[src/radcfg_pkg.sv]
package radcfg_pkg;

  //////////////////////////////////////////////////////////////////////////////
  // Timing
  localparam int CLK_PERIOD_NS = 100;
  // Over-the-air bit time used by the recovery logic
  localparam int BIT_TIME_NS = 10000;
  localparam int BIT_CYCLES = (BIT_TIME_NS + CLK_PERIOD_NS - 1) / CLK_PERIOD_NS;
  localparam logic [6:0] BIT_LAST = 7'(BIT_CYCLES - 1);
  localparam logic [6:0] BIT_MID = 7'(BIT_CYCLES / 2);

  //////////////////////////////////////////////////////////////////////////////
  // Packet start symbol, oldest bit in the MSB
  localparam logic [7:0] START_SYMBOL = 8'he3;

  //////////////////////////////////////////////////////////////////////////////
  // Control register map and fields
  localparam logic [1:0] ADDR_FIRST = 2'h0;
  localparam logic [1:0] ADDR_LAST = 2'h2;
  localparam int RECOV_EN_BIT = 0;
  localparam logic [2:0] DATA_LAST_BIT = 3'h7;

  typedef struct packed {
    logic [7:0] reg2;
    logic [7:0] reg1;
    logic [7:0] reg0;
  } radcfg_bytes_s;

  localparam radcfg_bytes_s REGS_RESET = '{reg2: 8'h00, reg1: 8'h00, reg0: 8'h00};
  localparam logic ACTIVE_RESET = 1'b1;

  //////////////////////////////////////////////////////////////////////////////
  // Serial pins as they arrive
  typedef struct packed {
    logic select;
    logic sclk;
    logic sdata;
  } radcfg_pins_s;

  // Serial transfer phases
  typedef enum logic [1:0] {
    PH_RW,
    PH_A1,
    PH_A0,
    PH_DATA
  } radcfg_phase_e;

  // Byte selection by register address; unmapped address reads zero
  function automatic logic [7:0] pick_byte(radcfg_bytes_s bytes, logic [1:0] a);
    case (a)
      2'h0: pick_byte = bytes.reg0;
      2'h1: pick_byte = bytes.reg1;
      2'h2: pick_byte = bytes.reg2;
      default: pick_byte = 8'h00;
    endcase
  endfunction

endpackage

[src/radcfg_port.sv]
// How it works
// Recovery disabled keeps the recovered bit clock low.
// Recovery enabled: clock stays low until a start symbol is seen.
// Each recovered bit appears on data out at the clock rising edge.
// Once started, the bit clock runs until register 0 bit 0 is cleared.
// Host clears the recovery enable after a complete packet.
// With select high the data line shifts bytes in or out.
// Every eighth data bit of a write transfer writes the assembled byte to the addressed register.
// Write bits are captured on the serial clock rising edge.
// Read bits are driven at the serial clock rising edge.
// Select low makes the port ignore serial clock and data.
// Host raises select before any serial clock pulses.
// Select low at power-up leaves the device in legacy pin mode.
// First select high switches permanently to serial control mode.
// Select rising wakes the device into active mode.
// Transfer is read/write flag, two address bits, eight data bits MSB first.
// Address increments after each byte, wrapping from two back to zero.
// Data out switches from raw slicer to recovered bits at start symbol.
// Data line is driven only in the data phase of a read.
// Select falling resets bit counting and drops a partial byte.
`timescale 1ns/1ns
`default_nettype none

module radcfg_port (
  // Clock and reset
  input wire logic clk,
  input wire logic reset,
  // Serial configuration pins
  input wire logic config_select,
  input wire logic config_serial_clock,
  input wire logic config_serial_data_in,
  output logic config_serial_data_out,
  output logic config_serial_data_oe,
  // Receiver
  input wire logic slicer_data,
  output logic receive_data_out,
  output logic recovered_bit_clock,
  // Mode and power
  input wire logic sleep_request,
  output logic serial_control_mode,
  output logic active_mode,
  // Control register contents
  output radcfg_pkg::radcfg_bytes_s config_regs
);

  //////////////////////////////////////////////////////////////////////////////
  // Pin synchronisers: stage one feeds stage two only
  radcfg_pkg::radcfg_pins_s pins_meta;
  radcfg_pkg::radcfg_pins_s pins_sync;
  logic sclk_prev;
  logic sel_prev;
  logic slicer_meta;
  logic slicer_sync;
  logic slicer_prev;

  always_ff @(posedge clk) begin
    pins_meta <= '{select: config_select, sclk: config_serial_clock,
                   sdata: config_serial_data_in};
    pins_sync <= reset ? '0 : pins_meta; // Idle levels, so no unknown or edge follows reset
    sclk_prev <= reset ? 1'b0 : pins_sync.sclk;
    sel_prev <= reset ? 1'b0 : pins_sync.select;
    slicer_meta <= reset ? 1'b0 : slicer_data;
    slicer_sync <= reset ? 1'b0 : slicer_meta;
    slicer_prev <= reset ? 1'b0 : slicer_sync;
  end

  //////////////////////////////////////////////////////////////////////////////
  // Edge decode; a deselected port sees no clock at all
  wire port_live = pins_sync.select;
  wire sclk_rise = pins_sync.sclk & ~sclk_prev;
  wire sel_rise = pins_sync.select & ~sel_prev;
  wire take = sclk_rise & port_live;

  //////////////////////////////////////////////////////////////////////////////
  // Serial transfer state
  radcfg_pkg::radcfg_phase_e phase;
  logic rw_read;
  logic [1:0] addr;
  logic [2:0] bit_idx;
  logic [6:0] shift_in;
  logic [7:0] rd_data;

  wire in_data = phase == radcfg_pkg::PH_DATA;
  wire byte_done = take & in_data & (bit_idx == radcfg_pkg::DATA_LAST_BIT);
  wire [7:0] byte_in = {shift_in, pins_sync.sdata};
  wire wr_fire = byte_done & ~rw_read;
  wire [1:0] next_addr = (addr >= radcfg_pkg::ADDR_LAST) ? radcfg_pkg::ADDR_FIRST :
                         2'(addr + 2'h1);
  wire [2:0] rd_bit = radcfg_pkg::DATA_LAST_BIT - bit_idx; // MSB first
  wire drive_bit = take & in_data & rw_read;

  // Header then data bytes; dropping select abandons any partial byte
  always_ff @(posedge clk) begin
    if (reset || !port_live) begin
      phase <= radcfg_pkg::PH_RW;
      bit_idx <= 3'h0;
      shift_in <= 7'h00;
    end else if (take) begin
      case (phase)
        radcfg_pkg::PH_RW: begin
          phase <= radcfg_pkg::PH_A1;
        end
        radcfg_pkg::PH_A1: begin
          phase <= radcfg_pkg::PH_A0;
        end
        radcfg_pkg::PH_A0: begin
          phase <= radcfg_pkg::PH_DATA;
          bit_idx <= 3'h0;
        end
        radcfg_pkg::PH_DATA: begin
          shift_in <= byte_in[6:0];
          bit_idx <= 3'(bit_idx + 3'h1);
        end
        default: begin
          phase <= radcfg_pkg::PH_RW;
        end
      endcase
    end
  end

  // Direction flag and address; address steps after every byte
  always_ff @(posedge clk) begin
    if (reset) begin
      rw_read <= 1'b0;
      addr <= radcfg_pkg::ADDR_FIRST;
    end else if (take && phase == radcfg_pkg::PH_RW) begin
      rw_read <= pins_sync.sdata;
    end else if (take && phase == radcfg_pkg::PH_A1) begin
      addr <= {pins_sync.sdata, 1'b0};
    end else if (take && phase == radcfg_pkg::PH_A0) begin
      addr <= {addr[1], pins_sync.sdata};
    end else if (byte_done) begin
      addr <= next_addr;
    end
  end

  // Read drive: the host turns the line around before data, so the
  // enable only rises at the first data-phase edge of a read
  always_ff @(posedge clk) begin
    if (reset || !port_live) begin
      config_serial_data_oe <= 1'b0;
      config_serial_data_out <= 1'b0;
    end else if (drive_bit) begin
      config_serial_data_oe <= 1'b1;
      config_serial_data_out <= rd_data[rd_bit];
    end
  end

  //////////////////////////////////////////////////////////////////////////////
  // Control register store
  radcfg_regs u_regs (
    .clk(clk),
    .reset(reset),
    .wr_en(wr_fire),
    .wr_addr(addr),
    .wr_data(byte_in),
    .rd_addr(addr),
    .rd_data(rd_data),
    .regs(config_regs)
  );

  //////////////////////////////////////////////////////////////////////////////
  // Mode and power: power-up reset starts in legacy mode, never returns
  always_ff @(posedge clk) begin
    if (reset) begin
      serial_control_mode <= 1'b0;
      active_mode <= radcfg_pkg::ACTIVE_RESET;
    end else begin
      if (sel_rise) begin
        serial_control_mode <= 1'b1;
      end
      if (sel_rise) begin
        active_mode <= 1'b1; // wake beats a same-cycle sleep
      end else if (sleep_request) begin
        active_mode <= 1'b0;
      end
    end
  end

  //////////////////////////////////////////////////////////////////////////////
  // Bit timing: a slicer edge re-centres the bit window, sample mid-bit
  wire recov_en = config_regs.reg0[radcfg_pkg::RECOV_EN_BIT];
  wire slicer_edge = slicer_sync ^ slicer_prev;
  logic [6:0] bit_cnt;
  logic [7:0] hunt;
  logic locked;

  wire sample = bit_cnt == radcfg_pkg::BIT_MID;
  wire bit_end = slicer_edge | (bit_cnt == radcfg_pkg::BIT_LAST);
  wire [7:0] next_hunt = {hunt[6:0], slicer_sync};
  wire start_seen = sample & (next_hunt == radcfg_pkg::START_SYMBOL);

  always_ff @(posedge clk) begin
    if (reset || bit_end) begin
      bit_cnt <= 7'h00;
    end else begin
      bit_cnt <= 7'(bit_cnt + 7'h01);
    end
  end

  always_ff @(posedge clk) begin
    if (reset) begin
      hunt <= 8'h00;
    end else if (sample) begin
      hunt <= next_hunt;
    end
  end

  // Lock holds until software drops the enable; no end-of-packet logic
  always_ff @(posedge clk) begin
    if (reset || !recov_en) begin
      locked <= 1'b0;
    end else if (start_seen) begin
      locked <= 1'b1;
    end
  end

  //////////////////////////////////////////////////////////////////////////////
  // Recovered clock high from mid-bit to bit end; data changes as it rises
  always_ff @(posedge clk) begin
    if (reset || !recov_en || !locked) begin
      recovered_bit_clock <= 1'b0;
    end else if (sample) begin
      recovered_bit_clock <= 1'b1;
    end else if (bit_end) begin
      recovered_bit_clock <= 1'b0;
    end
  end

  always_ff @(posedge clk) begin
    if (reset) begin
      receive_data_out <= 1'b0;
    end else if (!locked || sample) begin
      receive_data_out <= slicer_sync;
    end
  end
endmodule

`default_nettype wire

[src/radcfg_regs.sv]
`timescale 1ns/1ns
`default_nettype none

module radcfg_regs (
  // Clock and reset
  input wire logic clk,
  input wire logic reset,
  // Write port
  input wire logic wr_en,
  input wire logic [1:0] wr_addr,
  input wire logic [7:0] wr_data,
  // Read port
  input wire logic [1:0] rd_addr,
  output logic [7:0] rd_data,
  // Register contents
  output radcfg_pkg::radcfg_bytes_s regs
);

  logic [7:0] store [3];

  //////////////////////////////////////////////////////////////////////////////
  // One byte per register; an address past the last is dropped on write
  for (genvar i = 0; i < 3; i++) begin : g_byte
    always_ff @(posedge clk) begin
      if (reset) begin
        store[i] <= radcfg_pkg::pick_byte(radcfg_pkg::REGS_RESET, 2'(i));
      end else if (wr_en && wr_addr == 2'(i)) begin
        store[i] <= wr_data;
      end
    end
  end

  // Contents as one struct for the analog side
  assign regs = '{reg2: store[2], reg1: store[1], reg0: store[0]};

  // Registered read so the serial side sees a settled byte
  always_ff @(posedge clk) begin
    if (reset) begin
      rd_data <= 8'h00;
    end else begin
      rd_data <= radcfg_pkg::pick_byte(regs, rd_addr);
    end
  end

endmodule

`default_nettype wire

[config.mk]
export PLATFORM = sky130hd
export DESIGN_NAME = radcfg_port
export DESIGN_NICKNAME = d
export VERILOG_FILES = /design/src/radcfg_pkg.sv /design/src/radcfg_port.sv /design/src/radcfg_regs.sv
export SDC_FILE = /design/constraint.sdc
export NUM_CORES = 1
export LEC_CHECK = 0
export BUFFER_PORTS_ARGS = -buffer_cell sky130_fd_sc_hd__buf_2
export CAP_MARGIN = 20
export CORE_MARGIN = 5
export CORE_UTILIZATION = 52
export CTS_CLUSTER_DIAMETER = 100
export DETAILED_ROUTE_END_ITERATION = 7
export HOLD_SLACK_MARGIN = 0.03
export PLACE_DENSITY_LB_ADDON = 0.08
export SETUP_SLACK_MARGIN = 0.02
export SLEW_MARGIN = 30
export SYNTH_ARGS = -nofsm -noshare
export SYNTH_HDL_FRONTEND = slang
export SYNTH_SLANG_ARGS = --single-unit
[constraint.sdc]
create_clock -name clk -period 2.3 [get_ports clk]
set_input_delay 0.115 -clock clk [delete_from_list [all_inputs] [get_ports clk]]
set_output_delay 0.115 -clock clk [all_outputs]
set_load 0.05 [all_outputs]
==> results.yml, run 1 <==
run_status:
  status: "finished, final reports clean"
worst_setup_path:
  crit_start: "bit_idx[1]$_SDFFE_PP0P_"
  cp-end-kind: "flip-flop"
  cp_num_buf_inv: 1
  r2r_slack_ns: 0.18
  r2r-end: "u_regs.store[0][0]$_SDFFCE_PN0P_"
  critPathKind: "flip-flop to flip-flop"
  start_kind: "flip-flop"
  arrival_ns: 2.17
  crit_family: "simple AND/OR/NAND/NOR gates"
  reg2regPathDepth: 6
  slowest_delay_ns: 0.49
  worst_path_most_repeated_cell: "ha_1"
  cp_cell_sequence: "ha_1 > ha_1 > nand2_1 > or3_1 > o31ai_1 > buf_4"
  crit_path_end: "u_regs.store[0][0]$_SDFFCE_PN0P_"
  worstReg2RegStart: "bit_idx[1]$_SDFFE_PP0P_"
  crit_slowest_cell: "or3_1"
  worstPathMaxFanout: 8
  path_depth: 6
  cp.required_ns: 2.36
grt:
  antenna_found_initial: 0
  grt_pass1_vias: 2219
  grt_max_degree: 22
  grt_usage_pct: 18.57
  gr-total-overflow: 0
  grt_pass1_wl_um: 10850
timing:
  relSlewSlack_pct: 65.89
  grt_setup_unrepaired: "false"
  period_minus_slack_ns: 2.117
  finalClockSkew_ns: 0.006591
  layout_setup_ws_ns: 0.1827
  slew_violations: 0
  tightestPinTransition_ns: 0.5104
  fin_crit_sh_pct: 92.05
  max_freq_mhz: 472.3
  setup_tns_ns: 0
  finalSetupViolations: 0
  hold_viol: 0
finish:
  drive_gt1_share_pct: 18.08
  mostFrequentLayoutCells: "dfxtp_1, nor2_1, buf_2"
  antennaDiodeCount: 0
  fillers: 537
  area_growth_pct: 16.04
  final_common_cell: "dfxtp_1"
  final_nets: 365
synthesis:
  seq_area_frac_synth_pct: 56.96
  postSynthCellCount: 302
  syn_area_um2: 3198
  synth_xor_area_share_pct: 1.643
  avgSynthCellArea_um2: 10.59
  yosys_warnings: 0
  synth_async_sr_flop_share_pct: 0
  synth_top_family_by_area: "simple AND/OR/NAND/NOR gates"
  synth_fa_ha_area_share_pct: 3.521
  ys.flop_type: "dfxtp_1"
  synth_cell_types: 40
  muxShareOfSynthArea_pct: 6.025
  synth_compound_area_share_pct: 7.668
  synth-seq-cells: 79
  synth_nets: 318
  synth_edf_count: 24
  synthSimpleGateAreaFrac_pct: 21.52
floorplanning:
  core_area_um2: 5956
  ios: 37
  die-area_um2: 7818
  die_h_um: 88.42
  rows: 28
  dieWidth_um: 88.42
  initial_core_util_pct: 53.70
clock_network:
  cts_buffers: 9
  clock_latency_ns: 0.34
  cts_tree: "built"
  htree_num_levels: 3
  cts_resized: 0
  cts-root-buf: "clkbuf_8"
  cts_sinks: 79
  clk_pin_slew_worst_paths_ns: 0.08
  post_cts_buffers: 0
  hold_buffers: 4
  clockBufferDepth: 2
pwr:
  p_leak_nw: 1.388
  vdd_drop_max_uv: 376.1
  power.density_nw_per_um2: 719.5
  power.total_w: 0.002670
routing:
  first_pass_iters: 4
  viasPerCell: 5.231
  routed_wl_um: 6543
  drt-wirelength-per-cell_um: 15.25
  drtIter0Drc: 179
  dr_total_vias: 2244
  ant_nets: 0
  drc: 0
place:
  port_buffers: 36
  globalplace.congestion: 0.7812
  place_ws_ns: 0.2348
  dp_hpwl_um: 4662
worst_hold_path:
  hp-class: "input pin to flip-flop"
run:
  cap_viol_max_count: 0
worst min path at each step:
stage | start | to | slack (ns) | cells past startpoint
global placement | config_serial_clock | pins_meta[1]$_DFF_P_ | 0.22 | 1
global route | sleep_request | active_mode$_SDFFE_PP1P_ | 0.07 | 4
detailed placement | config_serial_clock | pins_meta[1]$_DFF_P_ | 0.22 | 1
floorplan | config_serial_data_in | pins_meta[0]$_DFF_P_ | 0.14 | 0
finish | sleep_request | active_mode$_SDFFE_PP1P_ | 0.04 | 4
CTS | sleep_request | active_mode$_SDFFE_PP1P_ | 0.03 | 4
layer usage:
metal / part of all wire, % / vias to the layer above / wire [um] / global-route usage, %
met4: 1.6 / 0 / 102 / 8.242
met3: 4.4 / 10 / 289 / 3.724
met2: 47 / 44 / 3056 / 29.78
li1: - / 1128 / - / -
met5: 0 / - / 0 / 0
met1: 47 / 1062 / 3095 / 24.39
power by group:
group | internal (W) | switching, W
logic | 0.0000529 | 0.000148
clock network | 0.000460 | 0.000502
registers | 0.00148 | 0.0000304
total | 0.00199 | 0.000680
metrics by stage:
step	hold slack (ns)	instance area [um2]	util (%)	instances
6_report	0.04471	3711	62.31	429
5_1_grt	0.06961	3711	62.31	429
4_1_cts	0.03350	3711	62.31	429
3_5_place_dp	0.2197	3487	58.55	409
3_3_place_gp	0.2171	3487	58.55	409
2_1_floorplan	0.1427	3198	-	302
flip-flops by register name, indices dropped and copies added, names as in the netlist, 2 cells and up:
signal / flops
phase: 2
bit_idx: 3
u_regs.rd_data: 8
addr: 2
u_regs.store: 24
shift_in: 7
hunt: 7
bit_cnt: 7
pins_meta: 3
logic make-up after synthesis:
logic type / count (synthesis)
flip-flops: 79
XOR/XNOR: 6
buffers and inverters: 20
AO/OA/AOI/OAI: 42
multiplexers: 18
adder cells (fa/ha/maj): 9
AND/OR/NAND/NOR: 128
tightest hold or removal path, cell delays in order:
cell and delay, ns:
buf_2 0.10, inv_1 0.04, a21oi_1 0.05, nand2_1 0.05
layout make-up:
type	instances	area, um2	area share, %
flip-flops and latches	79	1822	49.09
multi-input cells	203	1297	34.96
repair buffers	49	287.8	7.755
clock buffers	12	156.4	4.214
well taps	75	93.84	2.529
clock inverters	4	27.53	0.7417
inverters	7	26.28	0.7080
cells in the mapped netlist (3+ instances only):
cell,count,area (um2)
nand2b_1,4,25.02
inv_1,7,26.28
and2_1,24,150.1
nand4b_1,3,26.28
a21oi_1,24,120.1
xnor2_1,4,35.03
nor2b_1,9,56.30
dfxtp_1,55,1101
edfxtp_1,24,720.7
o21ai_0,6,30.03
nor2_1,44,165.2
nand3b_1,3,22.52
clkbuf_1,10,37.54
mux2i_1,17,170.2
ha_1,9,112.6
nand2_1,24,90.09
nand3_1,5,25.02
No activity file was read; power rests on OpenSTA's default activity.
==> inputs of run 2 (changes only) <==
--- a/config.mk
+++ b/config.mk
@@ -8,7 +8,7 @@
 export BUFFER_PORTS_ARGS = -buffer_cell sky130_fd_sc_hd__buf_2
 export CAP_MARGIN = 20
 export CORE_MARGIN = 5
-export CORE_UTILIZATION = 52
+export CORE_UTILIZATION = 57
 export CTS_CLUSTER_DIAMETER = 100
 export DETAILED_ROUTE_END_ITERATION = 7
 export HOLD_SLACK_MARGIN = 0.03
==> constraint.sdc (replaced) <==
create_clock -name clk -period 2.11 [get_ports clk]
set_input_delay 0.1055 -clock clk [delete_from_list [all_inputs] [get_ports clk]]
set_output_delay 0.1055 -clock clk [all_outputs]
set_load 0.05 [all_outputs]
==> run 2 against run 1 <==
Count of clock-buffer cells in the layout decreased by 1. Die area decreased by 7.8%. Cell count decreased by 0.47%. Critical path depth unchanged. Non-clock buffer count increased by 2. Total power increased by 10%. Via count increased by 0.45%. Largest cell class unchanged.
==> results.yml, run 2 (synthesis results as in run 1) <==
timing:
  hold_viol: 0
  finalSetupViolations: 0
  slew_violations: 0
  fin_crit_sh_pct: 92.41
  finalClockSkew_ns: 0.008306
  layout_setup_ws_ns: 0.1602
  grt_setup_unrepaired: "false"
  relSlewSlack_pct: 61.91
  period_minus_slack_ns: 1.950
  timing.hold.ws_ns: 0.06041
  tightestPinTransition_ns: 0.5706
  max_freq_mhz: 512.9
place:
  placed_cells: 408
  globalplace.congestion: 0.8133
  dp_hpwl_um: 4623
  port_buffers: 36
  place_ws_ns: 0.06985
finish:
  final_common_cell: "dfxtp_1"
  fillers: 434
  top_register: "u_regs.store"
  drive_gt1_share_pct: 19.15
  antennaDiodeCount: 0
  largest_reg_flops: 24
  reg_top3: "u_regs.store: 24 flops, u_regs.rd_data: 8 flops"
  final_cells: 427
  mostFrequentLayoutCells: "dfxtp_1, nor2_1, buf_2"
  area_growth_pct: 16.82
  seqCellArea_um2: 1822
  multi_input_area_um2: 1308
  final_nets: 367
routing:
  first_pass_iters: 5
  routed_wl_um: 6385
  ant_nets: 0
  drt-wirelength-per-cell_um: 14.95
  dr_total_vias: 2254
  viasPerCell: 5.279
  drtIter0Drc: 185
  drc: 0
clock_network:
  clockBufferDepth: 2
  htree_num_levels: 3
  clock_latency_ns: 0.35
  post_cts_buffers: 0
  cts-root-buf: "clkbuf_8"
  clk_pin_slew_worst_paths_ns: 0.07
  cts_tree: "built"
  cts_buffers: 9
  cts_sinks: 79
floorplanning:
  rows: 27
  die-area_um2: 7209
  dieWidth_um: 84.91
  initial_core_util_pct: 58.44
  core_area_um2: 5473
  ios: 37
  die_h_um: 84.91
pwr:
  sequentialPowerShare_pct: 55.7
  clock_power_share_pct: 36.8
  netSwitchingPower_w: 0.0007090
  switching_share_pct: 24.05
  power.density_nw_per_um2: 789.0
  vdd_drop_max_uv: 418.8
  p_leak_nw: 1.409
  power_frac_comb_pct: 7.5
  internal_power_w: 0.002239
run:
  cap_viol_max_count: 0
worst_hold_path:
  hp-class: "input pin to flip-flop"
grt:
  gr-total-overflow: 0
  antenna_found_initial: 0
  grt_usage_pct: 19.17
  grt_max_degree: 28
  grt_pass1_wl_um: 10630
  grt_pass1_vias: 2186
worst_setup_path:
  worstPathMaxFanout: 8
  start_kind: "flip-flop"
  cp-end-kind: "flip-flop"
  critPathKind: "flip-flop to flip-flop"
  cp.required_ns: 2.33
  arrival_ns: 2.17
run_status:
  status: "finished, final reports clean"
==> run 2: changes by cell type in the layout (fill, tap and decap cells not counted), sizes merged <==
cell | previous run | this run
clkinvlp | 1 | 0
clkbuf | 12 | 11
bufinv | 0 | 1
buf | 45 | 47
==> run 2: worst paths after layout <==
path              slack (ns)               startpoint                          endpoint  depth (start not counted)
setup / recovery        0.16  bit_idx[1]$_SDFFE_PP0P_  u_regs.store[2][6]$_SDFFCE_PN0P_                          6
hold / removal          0.06            sleep_request          active_mode$_SDFFE_PP1P_                          4
setup reg to reg        0.16  bit_idx[1]$_SDFFE_PP0P_  u_regs.store[2][6]$_SDFFCE_PN0P_                          6
hold reg to reg         0.44     pins_meta[0]$_DFF_P_             byte_in[0]$_SDFF_PP0_                          1
==> run 2: per-stage QoR <==
stage          TNS (ns)  cell area [um2]  util (%)  power, W
6_report              0             3736     68.27  0.002948
5_1_grt               0             3736     68.27  0.003061
3_5_place_dp          0             3503     64.01  0.001894
2_1_floorplan    -1.468             3203         -  0.001828
4_1_cts               0             3731     68.18  0.002963
3_3_place_gp          0             3503     64.01  0.001892
==> run 2: cell type report <==
class | count | share of cell area, %
inverters | 7 | 0.7033
clock buffers | 11 | 3.784
well taps | 72 | 2.411
clock inverters | 4 | 1.239
multi-input cells | 203 | 35.00
flip-flops and latches | 79 | 48.76
repair buffers | 51 | 8.104
==> run 2: power groups by stage <==
stage               Sequential [W]  Combinational, W  Clock [W]
floorplan                  0.00177         0.0000609          0
global placement           0.00168          0.000214          0
detailed placement         0.00168          0.000216          0
CTS                        0.00164          0.000223    0.00110
global route               0.00165          0.000235    0.00118
finish                     0.00164          0.000220    0.00108
==> run 2: timing repair <==
| action | in CTS | in global routing |
|---|---|---|
| hold buffers | 4 | 0 |
| hold endpoints to repair | 4 | 0 |
| endpoints found under the setup margin | 0 | 41 |
| resized for setup | 0 | 1 |
==> run 2: routing by layer <==
| layer | GRT usage, % | vias to the layer above | part of all wire (%) |
|---|---|---|---|
| met3 | 3.786 | 12 | 4.9 |
| li1 | - | 1134 | - |
| met5 | 0 | - | 0 |
| met4 | 9.065 | 0 | 2.2 |
| met2 | 29.25 | 46 | 46 |
| met1 | 26.29 | 1062 | 47 |
==> run 2: worst max-delay path, stage by stage (launching register included) <==
cell and delay [ns]:
dfxtp_1 0.40, ha_1 0.18, ha_1 0.14, nand2_1 0.08, or3_4 0.42, nor4b_4 0.40, and2_1 0.19
